**config.mk**
```make
export PLATFORM = sky130hd
export DESIGN_NAME = prvd_rx_deframer
export DESIGN_NICKNAME = d
export VERILOG_FILES = /design/src/hw/prvd_pkg.sv /design/src/hw/prvd_rx_deframer.sv
export VERILOG_INCLUDE_DIRS = /design/src /design/src/hw
export SDC_FILE = /design/constraint.sdc
export NUM_CORES = 1
export LEC_CHECK = 0
export BUFFER_PORTS_ARGS = -buffer_cell sky130_fd_sc_hd__buf_2
export CAP_MARGIN = 20
export CELL_PAD_IN_SITES_DETAIL_PLACEMENT = 0
export CELL_PAD_IN_SITES_GLOBAL_PLACEMENT = 2
export CORE_MARGIN = 2
export CORE_UTILIZATION = 37
export DETAILED_ROUTE_END_ITERATION = 12
export PLACE_DENSITY = 0.76
export SYNTH_ARGS = -nofsm -noshare
export SYNTH_HDL_FRONTEND = slang
export SYNTH_SLANG_ARGS = --single-unit
```
**constraint.sdc**
```tcl
create_clock -name clk_sys -period 1.86 [get_ports clk_sys]
set_clock_uncertainty 0.2 [all_clocks]
set_input_delay 0.372 -clock clk_sys [delete_from_list [all_inputs] [get_ports clk_sys]]
set_output_delay 0.372 -clock clk_sys [all_outputs]
set_load 0.01 [all_outputs]
```
**src/hw/prvd_cfg.svh**
```systemverilog
// Constants for the receive deframer: pin indices, slot counts, reset values
`ifndef PRVD_CFG_SVH
`define PRVD_CFG_SVH

// Index of each pin in the synchroniser vector
`define PRVD_PIN_MCLK   0
`define PRVD_PIN_FSYNC  1
`define PRVD_PIN_DATA   2
`define PRVD_PIN_LIN    3
`define PRVD_PIN_MUTE   4
`define PRVD_PIN_COUNT  5

// Frame layout
`define PRVD_SLOT_FIRST 5'h01
`define PRVD_SLOT_PRE   5'h0f
`define PRVD_SLOT_LAST  5'h10
`define PRVD_MCLK_PER_FRAME 256

// Gain decode: code 0 is +3 dB, 3 dB per step
`define PRVD_GAIN_TOP   6'h03
`define PRVD_GAIN_0DB   6'h00
`define PRVD_GAIN_RESET 3'h1

`endif

```
**src/hw/prvd_pkg.sv**
```systemverilog
// Types shared by the receive deframer
package prvd_pkg;
   typedef enum logic [1:0] {
      PRVD_IDLE     = 2'b00,
      PRVD_SHIFT    = 2'b01,
      PRVD_WAIT_LOW = 2'b11
   } prvd_state_t;

   typedef logic [12:0]        prvd_sample_t;
   typedef logic [2:0]         prvd_gain_code_t;
   typedef logic signed [5:0]  prvd_gain_db_t;
endpackage

```
**src/hw/prvd_rx_deframer.sv**
```systemverilog
// Receive serial sample deframer with gain decode, mute and two-entry output buffer
`timescale 1ns/100ps
`default_nettype none
`include "prvd_cfg.svh"

module prvd_rx_deframer (
   input  wire logic               clk_sys,
   input  wire logic               rst_n,
   input  wire logic               master_clock,
   input  wire logic               frame_sync,
   input  wire logic               serial_rx_data_in,
   input  wire logic               linear_select,
   input  wire logic               earpiece_silence,
   input  wire logic               out_ready,
   output logic                    out_valid,
   output prvd_pkg::prvd_sample_t  out_sample,
   output logic                    out_linear,
   output prvd_pkg::prvd_gain_db_t out_gain_db,
   output prvd_pkg::prvd_gain_code_t rx_gain_code,
   output logic                    overrun
);
   import prvd_pkg::*;

   function automatic prvd_gain_db_t gain_db_f(input prvd_gain_code_t code);
      logic [5:0] c6;
      c6 = {3'h0, code};
      return prvd_gain_db_t'(`PRVD_GAIN_TOP - (c6 + c6 + c6));
   endfunction

   logic [`PRVD_PIN_COUNT-1:0] pin_raw;
   logic [`PRVD_PIN_COUNT-1:0] sync1_reg;
   logic [`PRVD_PIN_COUNT-1:0] sync2_reg;
   logic [`PRVD_PIN_COUNT-1:0] sync3_reg;
   logic [`PRVD_PIN_COUNT-1:0] lvl_reg;
   logic [`PRVD_PIN_COUNT-1:0] lvl_next;
   logic                       mclk_fall;
   logic                       fsync_now;
   logic                       data_now;
   prvd_state_t                state_reg;
   logic [4:0]                 slot_reg;
   logic [15:0]                shift_reg;
   logic                       frm_lin_reg;
   logic                       done_reg;
   prvd_gain_code_t            gain_code_reg;
   prvd_sample_t               new_sample;
   prvd_gain_db_t              new_gain_db;
   logic                       pop;
   logic                       out_valid_reg;
   prvd_sample_t               out_sample_reg;
   logic                       out_linear_reg;
   prvd_gain_db_t              out_gain_db_reg;
   logic                       skid_valid_reg;
   prvd_sample_t               skid_sample_reg;
   logic                       skid_linear_reg;
   prvd_gain_db_t              skid_gain_db_reg;
   logic                       overrun_reg;

   assign pin_raw = {earpiece_silence, linear_select, serial_rx_data_in, frame_sync,
                     master_clock};

   // Three stages; a level counts only once stages two and three agree
   always_ff @(posedge clk_sys) begin
      if (!rst_n) begin
         sync1_reg <= '0;
         sync2_reg <= '0;
         sync3_reg <= '0;
         lvl_reg   <= '0;
      end else begin
         sync1_reg <= pin_raw;
         sync2_reg <= sync1_reg;
         sync3_reg <= sync2_reg;
         lvl_reg   <= lvl_next;
      end
   end

   assign lvl_next  = (sync2_reg & ~(sync2_reg ^ sync3_reg)) | (lvl_reg & (sync2_reg ^ sync3_reg));
   // Every slot step hangs off the filtered master clock edge
   assign mclk_fall = lvl_reg[`PRVD_PIN_MCLK] & ~lvl_next[`PRVD_PIN_MCLK];
   // Sync and data pass the same chain, so they stay aligned to the clock edge
   assign fsync_now = lvl_next[`PRVD_PIN_FSYNC];
   assign data_now  = lvl_next[`PRVD_PIN_DATA];

   // Slot counter and frame state
   always_ff @(posedge clk_sys) begin
      if (!rst_n) begin
         state_reg   <= PRVD_IDLE;
         slot_reg    <= 5'h00;
         shift_reg   <= 16'h0000;
         frm_lin_reg <= 1'b0;
         done_reg    <= 1'b0;
      end else begin
         done_reg <= 1'b0;
         if (mclk_fall) begin
            unique case (state_reg)
               PRVD_IDLE: begin
                  if (fsync_now) begin
                     state_reg   <= PRVD_SHIFT;
                     slot_reg    <= `PRVD_SLOT_FIRST;
                     shift_reg   <= {15'h0000, data_now};
                     frm_lin_reg <= ~lvl_next[`PRVD_PIN_LIN];
                  end
               end
               PRVD_SHIFT: begin
                  shift_reg <= {shift_reg[14:0], data_now};
                  slot_reg  <= slot_reg + 5'h01;
                  if (slot_reg == `PRVD_SLOT_PRE) begin
                     state_reg <= PRVD_WAIT_LOW;
                     done_reg  <= 1'b1;
                  end
               end
               PRVD_WAIT_LOW: begin
                  // Past slot 16 the line is ignored until the sync drops
                  if (!fsync_now) begin
                     state_reg <= PRVD_IDLE;
                  end
               end
            endcase
         end
      end
   end

   // Gain code only changes on a complete linear frame
   always_ff @(posedge clk_sys) begin
      if (!rst_n) begin
         gain_code_reg <= `PRVD_GAIN_RESET;
      end else if (done_reg && frm_lin_reg) begin
         gain_code_reg <= shift_reg[2:0];
      end
   end

   always_comb begin
      if (lvl_reg[`PRVD_PIN_MUTE]) begin
         new_sample = 13'h0000;
      end else if (frm_lin_reg) begin
         new_sample = shift_reg[15:3];
      end else begin
         new_sample = {5'h00, shift_reg[15:8]};
      end
      new_gain_db = frm_lin_reg ? gain_db_f(shift_reg[2:0]) : `PRVD_GAIN_0DB;
   end

   // Output stage plus one skid entry; a stalled reader loses nothing for two frames
   assign pop = out_valid_reg & out_ready;

   always_ff @(posedge clk_sys) begin
      if (!rst_n) begin
         out_valid_reg    <= 1'b0;
         out_sample_reg   <= 13'h0000;
         out_linear_reg   <= 1'b0;
         out_gain_db_reg  <= `PRVD_GAIN_0DB;
         skid_valid_reg   <= 1'b0;
         skid_sample_reg  <= 13'h0000;
         skid_linear_reg  <= 1'b0;
         skid_gain_db_reg <= `PRVD_GAIN_0DB;
         overrun_reg      <= 1'b0;
      end else begin
         if (!out_valid_reg || pop) begin
            if (skid_valid_reg) begin
               out_valid_reg    <= 1'b1;
               out_sample_reg   <= skid_sample_reg;
               out_linear_reg   <= skid_linear_reg;
               out_gain_db_reg  <= skid_gain_db_reg;
               skid_valid_reg   <= done_reg;
               skid_sample_reg  <= new_sample;
               skid_linear_reg  <= frm_lin_reg;
               skid_gain_db_reg <= new_gain_db;
            end else begin
               out_valid_reg    <= done_reg;
               out_sample_reg   <= new_sample;
               out_linear_reg   <= frm_lin_reg;
               out_gain_db_reg  <= new_gain_db;
            end
         end else if (done_reg) begin
            if (!skid_valid_reg) begin
               skid_valid_reg   <= 1'b1;
               skid_sample_reg  <= new_sample;
               skid_linear_reg  <= frm_lin_reg;
               skid_gain_db_reg <= new_gain_db;
            end else begin
               // Both entries full: the new frame is dropped and flagged
               overrun_reg <= 1'b1;
            end
         end
      end
   end

   assign out_valid    = out_valid_reg;
   assign out_sample   = out_sample_reg;
   assign out_linear   = out_linear_reg;
   assign out_gain_db  = out_gain_db_reg;
   assign rx_gain_code = gain_code_reg;
   assign overrun      = overrun_reg;

   property p_comp_word;
      @(posedge clk_sys) disable iff (!rst_n)
      done_reg && !frm_lin_reg && !lvl_reg[`PRVD_PIN_MUTE] && !out_valid_reg && !skid_valid_reg
      |=> out_valid_reg && out_sample_reg[7:0] == $past(shift_reg[15:8])
          && out_sample_reg[12:8] == 5'h00;
   endproperty
   a_comp_word: assert property (p_comp_word) else $error("companded word mismatch");

   property p_lin_word;
      @(posedge clk_sys) disable iff (!rst_n)
      done_reg && frm_lin_reg && !lvl_reg[`PRVD_PIN_MUTE] && !out_valid_reg && !skid_valid_reg
      |=> out_valid_reg && out_linear_reg && out_sample_reg == $past(shift_reg[15:3]);
   endproperty
   a_lin_word: assert property (p_lin_word) else $error("linear sample mismatch");

   property p_gain_code;
      @(posedge clk_sys) disable iff (!rst_n)
      done_reg && frm_lin_reg |=> gain_code_reg == $past(shift_reg[2:0]);
   endproperty
   a_gain_code: assert property (p_gain_code) else $error("gain code not taken");

   property p_comp_0db;
      @(posedge clk_sys) disable iff (!rst_n)
      done_reg && !frm_lin_reg && !out_valid_reg && !skid_valid_reg
      |=> out_gain_db_reg == 6'h00;
   endproperty
   a_comp_0db: assert property (p_comp_0db) else $error("companded gain not 0 dB");

   property p_gain_step;
      @(posedge clk_sys) disable iff (!rst_n)
      done_reg && frm_lin_reg && !out_valid_reg && !skid_valid_reg
      |=> 8'(signed'(out_gain_db_reg)) + 8'(3 * $past(shift_reg[2:0])) == 8'h03;
   endproperty
   a_gain_step: assert property (p_gain_step) else $error("gain decode wrong");

   property p_silence;
      @(posedge clk_sys) disable iff (!rst_n)
      done_reg && lvl_reg[`PRVD_PIN_MUTE] && !out_valid_reg && !skid_valid_reg
      |=> out_valid_reg && out_sample_reg == 13'h0000;
   endproperty
   a_silence: assert property (p_silence) else $error("muted sample not silent");

   property p_slot_start;
      @(posedge clk_sys) disable iff (!rst_n)
      state_reg == PRVD_IDLE && mclk_fall && fsync_now
      |=> state_reg == PRVD_SHIFT && slot_reg == 5'h01 ##1 !done_reg;
   endproperty
   a_slot_start: assert property (p_slot_start) else $error("slot 1 not started");

   property p_hold_gain;
      @(posedge clk_sys) disable iff (!rst_n)
      done_reg && !frm_lin_reg |=> $stable(gain_code_reg);
   endproperty
   a_hold_gain: assert property (p_hold_gain) else $error("gain changed on companded");

   property p_fall_only;
      @(posedge clk_sys) disable iff (!rst_n)
      !mclk_fall |=> $stable(slot_reg) && !done_reg;
   endproperty
   a_fall_only: assert property (p_fall_only) else $error("slot moved without edge");
endmodule

`default_nettype wire

```
==> flow_metrics.py <==
metrics = {
    "cts": {
        "clkLatencyLatePin_ps": 350,
        "cts-root-buf": "clkbuf_8",
        "cts_tree": "done",
        "clockBufferDepth": 2,
        "h-tree-depth": 3,
        "clkSinkCount": 91,
        "clk_pin_slew_ps": 90,
        "cts_setup_buffers": 0,
        "cts_made_buffers": 9,
    },
    "critical_path": {
        "path_delay_family": "compound AO/OA/AOI/OAI gates",
        "start_kind": "flip-flop",
        "worst_ep_arrival_time_ps": 1830,
        "r2r-end": "shift_reg[5]",
        "crit_type": "reg -> reg",
        "path_max_fanout": 17,
        "endpoint_kind": "flip-flop",
        "cp.required_ps": 1950,
        "path_buf_inv": 0,
        "worstReg2RegStart": "state_reg[0]",
        "crit_chain": "or3_4, a31oi_4, a22o_1",
        "ff2ff_setup_slack_ps": 120,
        "critical_path.slowest_cell": "a31oi_4",
        "slowest_delay_ps": 480,
        "reg2regPathDepth": 3,
    },
    "detailed_routing": {
        "wl_per_cell_um": 14.64,
        "vias_per_cell": 5.038,
        "dr.pass1.iters": 4,
        "vias": 2786,
        "drtIter0Drc": 157,
        "drc": 0,
        "drtAntennaViolNets": 0,
        "totalWireLength_mm": 8.095,
    },
    "flow_run": {
        "maxCapViolCount": 0,
    },
    "synthesis": {
        "synth_ff_type": "dfxtp_1",
        "ys_seq_area_share_pct": 49.98,
        "synth-seq-cells": 91,
        "async_flop_share_pct": 0,
        "synth_cells": 377,
        "avgSynthCellArea_um2": 9.668,
        "synth_warnings": 0,
        "synth_nets": 390,
        "ys_types": 43,
        "syn_area_um2": 3645,
        "synth_edf_count": 0,
    },
    "layout": {
        "final_core_util_pct": 43.90,
        "areaGrowthSynthToFinish_pct": 16.65,
        "largest_reg_flops": 16,
        "nets": 428,
        "multi_input_area_um2": 1670,
        "final.fill_count": 932,
        "regArea_um2": 1822,
        "drive_above_1_share_pct": 19.52,
        "diodes": 0,
        "final_cell_area_um2": 4252,
    },
    "floorplanning": {
        "die_y_um": 103.3,
        "fp.dieW_um": 103.3,
        "core-area_um2": 9684,
        "pin_count": 33,
        "rows": 36,
        "initial_core_util_pct": 37.64,
        "die-area_um2": 10660,
    },
    "pwr": {
        "leakagePower_nw": 1.777,
        "power.total_mw": 3.460,
        "irDropWorstVdd_mv": 0.3970,
        "powerDensity_nw_per_um2": 813.8,
    },
    "min_path": {
        "whs_path_depth": 2,
        "hp-start": "frame_sync",
        "hold_path.class": "in -> reg",
        "min_to": "sync1_reg[1]",
    },
    "run_status": {
        "status": "finished clean",
    },
    "global_routing": {
        "antenna_found_initial": 0,
        "first_global_vias": 2591,
        "grt_usage_pct": 16.11,
        "grt-ovfl-total": 0,
        "grt_max_degree": 42,
        "grt_pass1_wl_mm": 13.33,
    },
    "sta": {
        "rsz0062_at_grt": "no",
        "finalCritPeriodShare_pct": 93.30,
        "fmax_mhz": 576.2,
        "slew_violations": 0,
        "finalSetupTns_ps": 0,
        "slew_headroom_pct": 54.99,
        "setup_violations": 0,
        "layout_min_cycle_time_ps": 1735,
        "final_hold_viol_count": 0,
        "worst_pin_slew_ps": 673.7,
    },
    "placed_design": {
        "place_congestion": 0.7677,
        "place_area_um2": 4024,
        "hpwlAfterDp_mm": 5.403,
        "port_buffers": 32,
    },
}
[placed cells by master (no fill, tap or decap), types with 2 or more instances in the layout]
master / instances
dfxtp_1: 91
buf_2: 32
nand2_1: 31
nand3_1: 30
a21oi_1: 25
mux2i_1: 21
and2_1: 20
o21ai_0: 19
buf_4: 18
a22o_1: 17
nor2_1: 13
clkbuf_8: 10
mux2_2: 9
inv_1: 7
nor3_1: 7
nor3b_1: 6
a211oi_1: 6
nor2b_1: 6
a221oi_1: 5
and3_1: 4
nand3b_1: 4
a31oi_1: 4
ha_1: 4
inv_6: 3
nand2b_1: 2
maj3_1: 2
dlygate4sd3_1: 2
buf_12: 2
[how the worst max path moves through the flow]
| stage | from | end | slack (ps) | depth (start not counted) |
|---|---|---|---|---|
| final | state_reg[0] | shift_reg[5] | 120 | 3 |
| after global routing | skid_valid_reg | out_sample[9] | 20 | 4 |
| after CTS | skid_valid_reg | out_sample[9] | 130 | 4 |
| after detailed placement | state_reg[0] | shift_reg[3] | 150 | 3 |
| after global placement | skid_valid_reg | out_sample[9] | 180 | 4 |
| after floorplan | state_reg[1] | shift_reg[0] | 160 | 3 |
[per-layer routing]
| metal | GRT usage (%) | part of all wire (%) | vias to the layer above |
|---|---|---|---|
| li1 | - | - | 1420 |
| met1 | 21.87 | 50 | 1321 |
| met2 | 26.17 | 47 | 36 |
| met3 | 2.621 | 2.0 | 9 |
| met4 | 5.466 | 1.2 | 0 |
| met5 | 0 | 0 | - |
[layout make-up]
class,count,share of cell area [%]
Inverter,8,0.7063
Sequential cell,91,42.85
Tap cell,133,3.914
Clock buffer,10,3.237
Clock inverter,6,1.648
Multi-Input combinational cell,251,39.29
Timing Repair Buffer,54,8.358
[where the power goes]
group	switching (mW)	internal, mW	leakage, nW	total, mW
Sequential	0.00688	1.96	0.735	1.97
Clock	0.739	0.674	0.108	1.41
Combinational	0.0502	0.0300	0.934	0.0801
[timing repair]
| item | CTS | global route |
|---|---|---|
| hold endpoints to repair | 2 | 0 |
| resized for setup | 0 | 0 |
| endpoints found under the setup margin | 0 | 0 |
| hold buffers | 2 | 0 |
[cells in the mapped netlist, types with 6 or more instances]
| cell type | instances | area [µm²] |
|---|---|---|
| mux2i_1 | 21 | 210.2 |
| a211oi_1 | 6 | 45.04 |
| nand2_1 | 31 | 116.4 |
| a22o_1 | 17 | 148.9 |
| o21ai_0 | 19 | 95.09 |
| nor3b_1 | 6 | 45.04 |
| nand3_1 | 30 | 150.1 |
| nor2_1 | 13 | 48.80 |
| clkbuf_1 | 15 | 56.30 |
| nor2b_1 | 6 | 37.54 |
| nor3_1 | 7 | 35.03 |
| inv_1 | 7 | 26.28 |
| a21oi_1 | 26 | 130.1 |
| mux2_2 | 9 | 101.4 |
| dfxtp_1 | 91 | 1822 |
| and2_1 | 20 | 125.1 |
[per-stage QoR]
step,hold WS [ps],std cells,setup WS [ps]
after floorplan,211.9,377,158.7
after global placement,213.8,535,180.7
after detailed placement,223.8,535,152.8
after CTS,14.24,553,127.0
after global routing,21.44,553,22.14
final,26.62,553,124.6
[kinds of logic (layout without fill, tap and decap cells)]
family	after synthesis	in the layout	share of synthesized area, %
AO/OA/AOI/OAI	83	83	15.14
XOR/XNOR	1	1	0.2403
adder cells (fa/ha/maj)	7	7	2.472
buffers and inverters	35	78	4.291
flip-flops	91	91	49.98
multiplexers	30	30	8.548
AND/OR/NAND/NOR	130	130	19.33
Note: power is estimated with default switching activity, not from simulation.
